$ cat src/rtl/pid_pkg.sv
/*
  constants for the parcel instruction decoder: field positions, widths,
  format codes and special operand values.
  assumes a single clock domain and an opcode class table supplied here.
*/
package pid_pkg;
  localparam int WORD_W = 64;
  localparam int PARCEL_W = 16;
  localparam int PARCELS = 4;
  localparam int PIDX_W = 2;
  // first parcel field positions, counted from the lsb (bit 0)
  localparam int G_HI = 15;
  localparam int G_LO = 12;
  localparam int H_HI = 11;
  localparam int H_LO = 9;
  localparam int I_HI = 8;
  localparam int I_LO = 6;
  localparam int J_HI = 5;
  localparam int J_LO = 3;
  localparam int K_HI = 2;
  localparam int K_LO = 0;
  localparam int OPC_W = 7;
  localparam int REG_W = 3;
  localparam int JK_W = 6;
  localparam int JKM_W = 22;
  localparam int IJKM_W = 24;
  localparam int ADDR_W = 22;
  // branch opcode using the combined jk form
  localparam logic [6:0] OPC_BRANCH_JK = 7'h05;
  // 4-bit g codes taking a second parcel (scalar memory, 24-bit constant)
  localparam logic [3:0] G_SMEM_LD = 4'h8;
  localparam logic [3:0] G_SMEM_ST = 4'h9;
  localparam logic [3:0] G_SMEM_ALD = 4'ha;
  localparam logic [3:0] G_SMEM_AST = 4'hb;
  localparam logic [3:0] G_IMM24 = 4'h1;
  // 7-bit gh codes taking a second parcel
  localparam logic [6:0] OPC_JUMP2 = 7'h06;
  localparam logic [6:0] OPC_RJUMP2 = 7'h07;
  localparam logic [6:0] OPC_COND_LO = 7'h08;
  localparam logic [6:0] OPC_COND_HI = 7'h0f;
  localparam logic [6:0] OPC_IMM22_A = 7'h10;
  localparam logic [6:0] OPC_IMM22_S = 7'h40;
  // 7-bit gh codes using the combined jk form (constants, mask, b/t); the shift codes have g = 4'ha, so they decode as two-parcel jkm
  localparam logic [6:0] OPC_JK_LO = 7'h11;
  localparam logic [6:0] OPC_JK_HI = 7'h1f;
  localparam logic [6:0] OPC_SHIFT_LO = 7'h50;
  localparam logic [6:0] OPC_SHIFT_HI = 7'h53;
  // special operand values for register zero in j or k
  localparam logic [63:0] A_J_ZERO = 64'h0;
  localparam logic [63:0] A_K_ZERO = 64'h1;
  localparam logic [63:0] S_J_ZERO = 64'h0;
  localparam logic [63:0] S_K_ZERO = 64'h8000_0000_0000_0000;
  typedef enum logic [3:0] {
    PID_FMT_DISCRETE = 4'h1,
    PID_FMT_COMBINED = 4'h2,
    PID_FMT_JKM = 4'h4,
    PID_FMT_IJKM = 4'h8
  } pid_fmt_t;
endpackage

$ cat src/rtl/pid_field_split.sv
/*
  splits one first parcel (plus optional second parcel) into fields.
  purely combinational; the caller registers the results.
*/
`timescale 1ns/100ps
`default_nettype none
module pid_field_split (
  // parcels
  input wire logic [15:0] first,
  input wire logic [15:0] second,
  // fields
  output logic [6:0] opcode,
  output logic [2:0] fld_i,
  output logic [2:0] fld_j,
  output logic [2:0] fld_k,
  output logic [5:0] fld_jk,
  output logic [21:0] fld_jkm,
  output logic [23:0] fld_ijkm
);
  always_comb begin
    opcode = first[pid_pkg::G_HI:pid_pkg::H_LO];
    fld_i = first[pid_pkg::I_HI:pid_pkg::I_LO];
    fld_j = first[pid_pkg::J_HI:pid_pkg::J_LO];
    fld_k = first[pid_pkg::K_HI:pid_pkg::K_LO];
    fld_jk = first[pid_pkg::J_HI:pid_pkg::K_LO];
    fld_jkm = {first[pid_pkg::J_HI:pid_pkg::K_LO], second};
    // the i msb only tells branch from constant, so it stays out of the 24 bits
    fld_ijkm = {first[pid_pkg::I_HI-1:pid_pkg::K_LO], second};
  end
endmodule
`default_nettype wire

$ cat src/rtl/pid_decoder.sv
/*
  parcel instruction decoder: takes 64-bit instruction words, walks them
  parcel by parcel and presents one decoded instruction per issue.
  assumes the fetch side holds word_data while word_valid and word_ready
  are not both high, and that issue_ready comes from the issue logic.
*/
`timescale 1ns/100ps
`default_nettype none
module pid_decoder (
  // clock and reset
  input wire logic clk,
  input wire logic arst_n,
  // instruction words from fetch
  input wire logic word_valid,
  input wire logic [63:0] word_data,
  input wire logic flush,
  input wire logic [1:0] flush_parcel,
  output logic word_ready,
  // decoded instruction to issue
  input wire logic issue_ready,
  output logic issue_valid,
  output logic two_parcel,
  output logic [3:0] format,
  output logic [6:0] opcode,
  output logic [2:0] fld_h,
  output logic [2:0] fld_i,
  output logic [2:0] fld_j,
  output logic [2:0] fld_k,
  output logic [5:0] fld_jk,
  output logic [21:0] fld_jkm,
  output logic [23:0] fld_ijkm,
  output logic [21:0] branch_word,
  output logic [1:0] branch_parcel,
  output logic branch_target_valid,
  output logic a_j_special,
  output logic a_k_special,
  output logic s_j_special,
  output logic s_k_special,
  output logic [63:0] a_j_value,
  output logic [63:0] a_k_value,
  output logic [63:0] s_j_value,
  output logic [63:0] s_k_value
);
  // does a first parcel need a second one
  function automatic logic needs_second(input logic [15:0] p);
    logic [6:0] gh;
    logic [3:0] g;
    gh = p[pid_pkg::G_HI:pid_pkg::H_LO];
    g = p[pid_pkg::G_HI:pid_pkg::G_LO];
    needs_second = (g == pid_pkg::G_SMEM_LD) || (g == pid_pkg::G_SMEM_ST) ||
                   (g == pid_pkg::G_SMEM_ALD) || (g == pid_pkg::G_SMEM_AST) ||
                   ((g == pid_pkg::G_IMM24) && p[pid_pkg::I_HI]) ||
                   (gh == pid_pkg::OPC_JUMP2) || (gh == pid_pkg::OPC_RJUMP2) ||
                   ((gh >= pid_pkg::OPC_COND_LO) && (gh <= pid_pkg::OPC_COND_HI)) ||
                   (gh == pid_pkg::OPC_IMM22_A) || (gh == pid_pkg::OPC_IMM22_S);
  endfunction

  function automatic pid_pkg::pid_fmt_t fmt_of(input logic [15:0] p);
    logic [6:0] gh;
    logic [3:0] g;
    gh = p[pid_pkg::G_HI:pid_pkg::H_LO];
    g = p[pid_pkg::G_HI:pid_pkg::G_LO];
    if ((g == pid_pkg::G_IMM24 && p[pid_pkg::I_HI]) || gh == pid_pkg::OPC_JUMP2 ||
        gh == pid_pkg::OPC_RJUMP2 ||
        (gh >= pid_pkg::OPC_COND_LO && gh <= pid_pkg::OPC_COND_HI)) begin
      fmt_of = pid_pkg::PID_FMT_IJKM;
    end else if (needs_second(p)) begin
      fmt_of = pid_pkg::PID_FMT_JKM;
    end else if (gh == pid_pkg::OPC_BRANCH_JK ||
                 (gh >= pid_pkg::OPC_JK_LO && gh <= pid_pkg::OPC_JK_HI) ||
                 (gh >= pid_pkg::OPC_SHIFT_LO && gh <= pid_pkg::OPC_SHIFT_HI)) begin
      fmt_of = pid_pkg::PID_FMT_COMBINED;
    end else begin
      fmt_of = pid_pkg::PID_FMT_DISCRETE;
    end
  endfunction

  // current word, its full flag and the parcel pointer
  logic [63:0] cur_word;
  logic cur_full;
  logic [1:0] ptr;
  logic [15:0] parcel [pid_pkg::PARCELS];

  // parcel 0 is the most significant quarter
  genvar gi;
  generate
    for (gi = 0; gi < pid_pkg::PARCELS; gi++) begin : g_split
      assign parcel[gi] = cur_word[63 - 16*gi -: 16];
    end
  endgenerate

  logic [15:0] first_p;
  logic need2;
  logic at_last;
  logic second_ok;
  logic [15:0] second_p;
  logic can_issue;
  logic out_free;
  assign first_p = parcel[ptr];
  assign need2 = needs_second(first_p);
  assign at_last = (ptr == 2'd3);
  // straddling instructions take parcel 0 of the incoming word, no padding
  assign second_ok = !at_last || word_valid;
  assign second_p = at_last ? word_data[63:48] : parcel[ptr + 2'd1];
  assign out_free = !issue_valid || issue_ready;
  assign can_issue = cur_full && out_free && !flush && (!need2 || second_ok);

  // words consumed: ptr walks past the end of cur_word
  logic [2:0] adv;
  logic [2:0] next_pos;
  logic leaving;
  assign adv = need2 ? 3'd2 : 3'd1;
  assign next_pos = {1'b0, ptr} + adv;
  assign leaving = can_issue && next_pos[2];
  assign word_ready = flush || !cur_full || leaving;

  always_ff @(posedge clk or negedge arst_n) begin
    if (!arst_n) begin
      cur_word <= 64'h0;
      cur_full <= 1'b0;
      ptr <= 2'h0;
    end else if (flush) begin
      // a branch lands on any parcel of the word fetched after it
      cur_full <= word_valid;
      cur_word <= word_data;
      ptr <= flush_parcel;
    end else if (can_issue) begin
      ptr <= next_pos[1:0];
      if (next_pos[2]) begin
        cur_full <= word_valid;
        cur_word <= word_data;
      end
    end else if (!cur_full && word_valid) begin
      cur_full <= 1'b1;
      cur_word <= word_data;
    end
  end

  // split fields of the parcel(s) being issued
  logic [6:0] n_opc;
  logic [2:0] n_i;
  logic [2:0] n_j;
  logic [2:0] n_k;
  logic [5:0] n_jk;
  logic [21:0] n_jkm;
  logic [23:0] n_ijkm;
  pid_field_split u_split (
    .first(first_p),
    .second(need2 ? second_p : 16'h0),
    .opcode(n_opc),
    .fld_i(n_i),
    .fld_j(n_j),
    .fld_k(n_k),
    .fld_jk(n_jk),
    .fld_jkm(n_jkm),
    .fld_ijkm(n_ijkm)
  );

  pid_pkg::pid_fmt_t n_fmt;
  assign n_fmt = fmt_of(first_p);

  always_ff @(posedge clk or negedge arst_n) begin
    if (!arst_n) begin
      issue_valid <= 1'b0;
    end else if (flush) begin
      issue_valid <= 1'b0;
    end else if (out_free) begin
      issue_valid <= can_issue;
    end
  end

  always_ff @(posedge clk or negedge arst_n) begin
    if (!arst_n) begin
      two_parcel <= 1'b0;
      format <= 4'h0;
      opcode <= 7'h0;
      fld_h <= 3'h0;
      fld_i <= 3'h0;
      fld_j <= 3'h0;
      fld_k <= 3'h0;
      fld_jk <= 6'h0;
      fld_jkm <= 22'h0;
      fld_ijkm <= 24'h0;
      branch_word <= 22'h0;
      branch_parcel <= 2'h0;
      branch_target_valid <= 1'b0;
    end else if (can_issue) begin
      two_parcel <= need2;
      format <= n_fmt;
      opcode <= n_opc;
      fld_h <= n_opc[2:0]; // also the register designator under 4-bit opcodes
      fld_i <= n_i;
      fld_j <= n_j;
      fld_k <= n_k;
      fld_jk <= n_jk;
      fld_jkm <= n_jkm;
      fld_ijkm <= n_ijkm;
      // branch target: 22-bit word address then 2-bit parcel select
      branch_word <= n_ijkm[23:2];
      branch_parcel <= n_ijkm[1:0];
      branch_target_valid <= (n_fmt == pid_pkg::PID_FMT_IJKM) && !n_i[2];
    end
  end

  // register zero in j or k substitutes a constant and skips reservation;
  // the i field never does, so it keeps the real register contents
  always_ff @(posedge clk or negedge arst_n) begin
    if (!arst_n) begin
      a_j_special <= 1'b0;
      a_k_special <= 1'b0;
      s_j_special <= 1'b0;
      s_k_special <= 1'b0;
      a_j_value <= 64'h0;
      a_k_value <= 64'h0;
      s_j_value <= 64'h0;
      s_k_value <= 64'h0;
    end else if (can_issue) begin
      a_j_special <= (n_j == 3'h0);
      a_k_special <= (n_k == 3'h0);
      s_j_special <= (n_j == 3'h0);
      s_k_special <= (n_k == 3'h0);
      a_j_value <= pid_pkg::A_J_ZERO;
      a_k_value <= pid_pkg::A_K_ZERO;
      s_j_value <= pid_pkg::S_J_ZERO;
      s_k_value <= pid_pkg::S_K_ZERO;
    end
  end
endmodule
`default_nettype wire

$ cat config.mk
export PLATFORM = sky130hd
export DESIGN_NAME = pid_decoder
export DESIGN_NICKNAME = d
export VERILOG_FILES = /design/src/rtl/pid_pkg.sv /design/src/rtl/pid_field_split.sv /design/src/rtl/pid_decoder.sv
export SDC_FILE = /design/constraint.sdc
export NUM_CORES = 1
export LEC_CHECK = 0
export BUFFER_PORTS_ARGS = -buffer_cell sky130_fd_sc_hd__buf_2
export CAP_MARGIN = 25
export CORE_AREA = 5 5 164 166
export CTS_CLUSTER_DIAMETER = 200
export DETAILED_ROUTE_END_ITERATION = 6
export DIE_AREA = 0 0 169 171
export GPL_ROUTABILITY_DRIVEN = 0
export GPL_TIMING_DRIVEN = 0
export PLACE_DENSITY_LB_ADDON = 0.08
export SKIP_CTS_REPAIR_TIMING = 1
export SLEW_MARGIN = 20
export SYNTH_ARGS = -nofsm -noshare
export SYNTH_HDL_FRONTEND = slang
export SYNTH_HIERARCHICAL = 1
export SYNTH_SLANG_ARGS = --single-unit
$ cat constraint.sdc
create_clock -name clk -period 3.8 [get_ports clk]
set_input_delay 0.95 -clock clk [delete_from_list [all_inputs] [get_ports clk]]
set_output_delay 0.95 -clock clk [all_outputs]
set_load 0.02 [all_outputs]
Yosys cells after proc, flatten, opt, wreduce, memory -nomap -nowiden
Index checks and enable logic that the tools add are counted.
{"block": "op_classes", "addsub": 2, "mul": 0, "div": 0, "n_lt_le_gt_ge": 8, "eq_ne": 13, "shift": 0, "mux": 24, "n_bitwise": 2, "reduce_logical": 41}
{"op": "two-way mux 64 bit", "count": 4}
{"op": "two-way mux 16 bit", "count": 6}
{"op": "binary-select mux 16 bit (select 2 bit)", "count": 2}
{"op": "== test 7 x 3 -> 1 bit, second input constant", "count": 3}
{"op": "== test 4 bit, second input constant", "count": 5}
{"op": "logical OR 1 bit", "count": 19}
{"op": "logical AND 1 bit", "count": 10}
{"op": "two-way mux 2 bit", "count": 4}
{"op": "== test 7 x 5 -> 1 bit, second input constant", "count": 1}
{"op": "== test 7 bit, second input constant", "count": 1}
{"op": ">= comparator 7 x 4 -> 1 bit, second input constant", "count": 1}
{"op": ">= comparator 7 x 5 -> 1 bit, second input constant", "count": 1}
{"op": ">= comparator 7 bit, second input constant", "count": 1}
{"op": "less-or-equal comparator 7 x 4 -> 1 bit, second input constant", "count": 1}
{"op": "less-or-equal comparator 7 x 5 -> 1 bit, second input constant", "count": 1}
{"op": "less-or-equal comparator 7 bit, second input constant", "count": 1}
{"op": ">= comparator 3 bit, second input constant", "count": 2}
{"op": "logical NOT 1 bit", "count": 6}
{"op": "logical NOT 3 bit", "count": 2}
{"op": "two-way mux 1 bit", "count": 6}
{"op": "inverter 2 -> 3 bit", "count": 2}
{"op": "== test 4 x 1 -> 1 bit, second input constant", "count": 1}
{"op": "two-way mux 4 bit", "count": 1}
{"op": "nonzero test 2 bit", "count": 2}
{"op": "7 further kinds", "count": 7}
{"block": "word_totals", "ff_bits": 172, "latch_bits": 0, "mem_bits_rw": 0, "rom_bits": 0, "in_bits": 71, "out_inout_bits": 363, "elab_cells": 110, "memories": 0}

Longest topological paths before layout
{"block": "depth", "depth_word": 19, "depth_mapped": 15, "depth_no_buf": 10}

By module
The synthesis kept the hierarchy.
{"module": "pid_decoder", "instances": 1, "cells_each": 713, "area_each_um2": 8799.7, "seq_area_each_um2": 3628.5}
{"module": "pid_field_split", "instances": 1, "cells_each": 68, "area_each_um2": 510.5, "seq_area_each_um2": 0.0}

Worst setup path before layout
OpenSTA, ideal clock, no wires.
{"block": "synth_timing", "path_kind": "register -> output", "start": "register ptr[0]", "end": "output word_ready", "arrival_ns": 3.272, "required_ns": 2.850, "setup_slack_ns": -0.422, "stages_incl_launch_ff": 12, "path_buffers": 3, "cell_sequence": "dfrtp_1 buf_2 mux4_2 nor3b_2 a21oi_1 and2_1 clkbuf_1 buf_2 ha_1 fa_1 nand3_1 o21ai_0"}
{"block": "synth_between", "elab_chain_cells": 19, "word_cells_on_any_way": 36, "cone_classes": "add/sub (1); order compare (2); eq/ne (10); mux (4); bitwise (1); reduce/logical (18)"}
{"element": "from (decl)", "line_no": "pid_decoder.sv:81", "rtl": "logic [1:0] ptr;"}
{"element": "from (signal assigned)", "line_no": "pid_decoder.sv:126", "rtl": "ptr <= flush_parcel;"}
{"element": "from (signal assigned)", "line_no": "pid_decoder.sv:128", "rtl": "ptr <= next_pos[1:0];"}
{"element": "inverter 2 -> 3 bit (implied by the code) *", "line_no": "pid_decoder.sv:99", "rtl": "assign first_p = parcel[ptr];"}
{"element": "binary-select mux 16 bit (select 2 bit) *", "line_no": "pid_decoder.sv:99"}
{"element": "two-way mux 16 bit (implied by the code) * (2 in a row)", "line_no": "pid_decoder.sv:99"}
{"element": "via first_p[13]", "line_no": "pid_decoder.sv:92", "rtl": "logic [15:0] first_p;"}
{"element": "parallel branches: the longest is 9 deep, another holds >= comparator 7 x 4 -> 1 bit"}
{"element": "logical OR 1 bit *", "line_no": "pid_decoder.sv:55", "rtl": "(gh == pid_pkg::OPC_IMM22_A) || (gh == pid_pkg::OPC_IMM22_S);"}
{"element": "parallel branches: the longest is 3 deep, another holds adder 2 x 2 -> 3 bit"}
{"element": "logical AND 1 bit *", "line_no": "pid_decoder.sv:114", "rtl": "assign leaving = can_issue && next_pos[2];"}
{"element": "logical OR 1 bit *", "line_no": "pid_decoder.sv:115", "rtl": "assign word_ready = flush || !cur_full || leaving;"}
{"element": "to (decl)", "line_no": "pid_decoder.sv:18", "rtl": "output logic word_ready,"}
Mark *: on every way through the listed nets, which the timed path passes. The select of a mux whose other input is x is not followed.

Worst setup path in the final report
{"block": "layout_timing", "start": "register ptr[0]", "end": "output word_ready"}
{"block": "layout_between", "word_cells_on_any_way": 36, "cone_classes": "add/sub (1); order compare (2); eq/ne (10); mux (4); bitwise (1); reduce/logical (18)"}
{"element": "inverter 2 -> 3 bit (implied by the code) *", "line_no": "pid_decoder.sv:99"}
{"element": "binary-select mux 16 bit (select 2 bit) *", "line_no": "pid_decoder.sv:99"}
{"element": "two-way mux 16 bit (implied by the code) * (2 in a row)", "line_no": "pid_decoder.sv:99"}
{"element": "via first_p[9]", "line_no": "pid_decoder.sv:92"}
{"element": "parallel branches: the longest is 5 deep, another holds >= comparator 7 x 4 -> 1 bit"}
{"element": "logical OR 1 bit *", "line_no": "pid_decoder.sv:55"}
{"element": "parallel branches: the longest is 3 deep, another holds adder 2 x 2 -> 3 bit"}
{"element": "logical AND 1 bit *", "line_no": "pid_decoder.sv:114"}
{"element": "logical OR 1 bit *", "line_no": "pid_decoder.sv:115"}
Marks and branches as above.

==> flow_summary.yaml <==
status:
  status: "finished with violations"
  failed_checks: "setup timing"
synthesis:
  async_reset_ff_share_pct: 100.0
  synth_edf_count: 0
  netlist.area_leader.share_pct: 38.97
  ys.flop_type: "dfrtp_1"
  yosys.cell_count.top_type: "buf_4"
  yosys-top-cells-area: "dfrtp_1, buf_4, mux2_2"
  synth-seq-cells: 145
  synth_commonest_cells: "buf_4, dfrtp_1, mux2_2"
  synth.cell_area_sq_um: 9310
  synth_cell_types: 36
  synth_top_cell_by_area: "dfrtp_1"
  synth_cells: 781
  yosys_warnings: 6
  avgSynthCellArea_sq_um: 11.92
  seq_area_frac_synth_pct: 38.97
setup_path:
  crit_type: "reg2out"
  worstReg2RegStart: "ptr[0]$_DFFE_PN0P_"
  cp-start-kind: "flop"
  worstPathArrival_ns: 3.31
  setup.worst_path.end_class: "primary output"
  crit_required_ns: 2.85
  crit_chain: "buf_8, buf_12, mux4_2, nor3_4, a21oi_4, and2_4, buf_6, buf_12, ha_4, fa_2, nand3_4, o21ai_2, buf_6"
  cp.buffers_inverters: 5
  reg2reg_slack_ns: -0.24
  reg2reg_depth: 18
  cp_slowest_stage_delay_ns: 0.60
  crit_path_max_fanout: 6
  r2r-end: "cur_word[41]$_DFFE_PN0P_"
  slowest_stage: "mux4_2"
  cpLargestDelayFamily: "buffers and inverters"
sta:
  skew_ns: 0.01049
  finalCriticalPeriod_ns: 4.262
  holdWs_ns: 0.4897
  worst_pin_slew_ns: 0.9937
  setup_viol: 65
  rsz0062_at_grt: "yes"
  fin_crit_sh_pct: 112.2
  tns_ns: -13.76
  hold_viol_final: 0
  relSlewSlack_pct: 33.75
  fmax_ghz: 0.2346
  layout_setup_ws_ns: -0.4621
  slew_violations: 0
route:
  ant_nets: 0
  drtPass1Iterations: 4
  num_vias: 6194
  route.detailed.drc: 0
  drtIter0Drc: 205
  wirelength_microns: 25630
  wl_per_cell_microns: 15.98
  avgViaCountPerCell: 3.862
floorplan:
  start_util_pct: 36.56
  row_count: 59
  dieArea_sq_um: 28900
  dieHeight_microns: 171
  fp.dieW_microns: 169
  ios: 434
  coreArea_sq_um: 25470
global_route:
  grt_pass1_vias: 5877
  grt_max_degree: 77
  track_usage_pct: 16.69
  grt-ovfl-total: 0
  grt_pass1_wl_microns: 36470
  antenna_found_initial: 2
clock_tree:
  cts.reportedPaths.clkPinSlew_ns: 0.07
  clock_path_buffers: 2
  cts_buffers: 17
  clock_latency_ns: 0.43
  root_buffer: "clkbuf_16"
  htreeDepth: 4
  cts_tree: "yes"
  cts_sinks: 145
pwr:
  ir_drop_mv: 0.4401
  power.total_mw: 10.92
  power_density_nw_per_um2: 852.5
  leakagePower_nw: 6.994
hold_path:
  min_from: "two_parcel$_DFFE_PN0P_"
  hold_class: "reg2reg"
  whs_endpoint: "two_parcel$_DFFE_PN0P_"
  holdPathStages: 1
finish:
  antennaDiodeCount: 0
  fillerInstances: 2415
  seqCellArea_sq_um: 3631
  multi_input_area_sq_um: 4063
  area_delta_synth_final_pct: 37.54
  fin_nets: 1330
  drive_above_1_share_pct: 61.94
flow_run:
  maxCapViolCount: 0
place:
  portBuffers: 179
  dp_hpwl_microns: 19930
==> power by group <==
part | internal, mW | leakage [nW] | switching, mW | total [mW]
clock | 1.11 | 0.316 | 0.724 | 1.83
combinational | 3.48 | 4.93 | 3.07 | 6.55
sequential | 2.15 | 1.75 | 0.387 | 2.53
==> area by class of cell <==
cell class	count	area share, %
clock buffer	20	3.645
timing repair buffer	203	8.814
tap	335	3.273
multi-input combinational	508	31.73
inverter	3	0.08794
sequential	145	28.36
buffer	378	22.77
clock inverter	12	1.329
==> routing by layer <==
layer  GRT usage (%)  vias up  share of wire [%]
met2           28.31      217                 51
met3           4.529       21                7.4
met4           3.780        4                1.1
li1                -     3004                  -
met1           21.49     2948                 41
met5               0        -              0.074
==> flip-flops by register name, summed over array words and instances (netlist names), 2 cells and up <==
| register | flops |
|---|---|
| fld_j | 3 |
| opcode | 7 |
| fld_jkm | 22 |
| fld_k | 3 |
| fld_jk | 6 |
| format | 4 |
| fld_i | 3 |
| cur_word | 64 |
| ptr | 2 |
| fld_ijkm | 24 |
==> cell usage in the layout (no fill, tap or decap), drive strengths merged, types with 8 or more instances in the layout <==
cell type  Yosys  layout
buf          371     576
nor2          20      20
a21oi          8       8
clkbuf         7      25
inv            3       9
mux2         135     135
mux2i         17      17
dfrtp        145     145
mux4          32      32
conb           1     254
==> worst max-delay path by stage <==
| stage | end | from | slack, ns | depth (start not counted) |
|---|---|---|---|---|
| after floorplan | cur_word[2]$_DFFE_PN0P_ | ptr[0]$_DFFE_PN0P_ | 0.01 | 14 |
| after global placement | cur_word[52]$_DFFE_PN0P_ | ptr[0]$_DFFE_PN0P_ | -0.64 | 15 |
| after detailed placement | cur_word[48]$_DFFE_PN0P_ | ptr[0]$_DFFE_PN0P_ | -0.64 | 15 |
| after CTS | word_ready | ptr[0]$_DFFE_PN0P_ | -0.86 | 13 |
| after global routing | word_ready | ptr[0]$_DFFE_PN0P_ | -0.56 | 13 |
| final | word_ready | ptr[0]$_DFFE_PN0P_ | -0.46 | 13 |
==> per-stage QoR <==
step | setup slack (ns) | util [%] | instance area (sq um) | instances
final | -0.4621 | 50.28 | 12800 | 1604
after global routing | -0.5636 | 50.28 | 12800 | 1604
after CTS | -0.8596 | 48.28 | 12300 | 1581
after detailed placement | -0.6359 | 45.78 | 11660 | 1549
after global placement | -0.6421 | 45.63 | 11620 | 1548
after floorplan | 0.01252 | - | 10310 | 1034
==> cell families (layout without fill, tap and decap cells) <==
logic type                 Yosys count  in the layout  synth area share [%]
AOI/OAI and AO/OA                   25             25                 1.989
other                                1            254               0.04028
DFF                                145            145                 38.97
muxes                              184            184                 25.90
buffers and inverters              381            616                 30.35
and+or+nand+nor                     42             42                 2.271
adders and majority gates            3              3                0.4838
(Power assumes the default switching activity.)
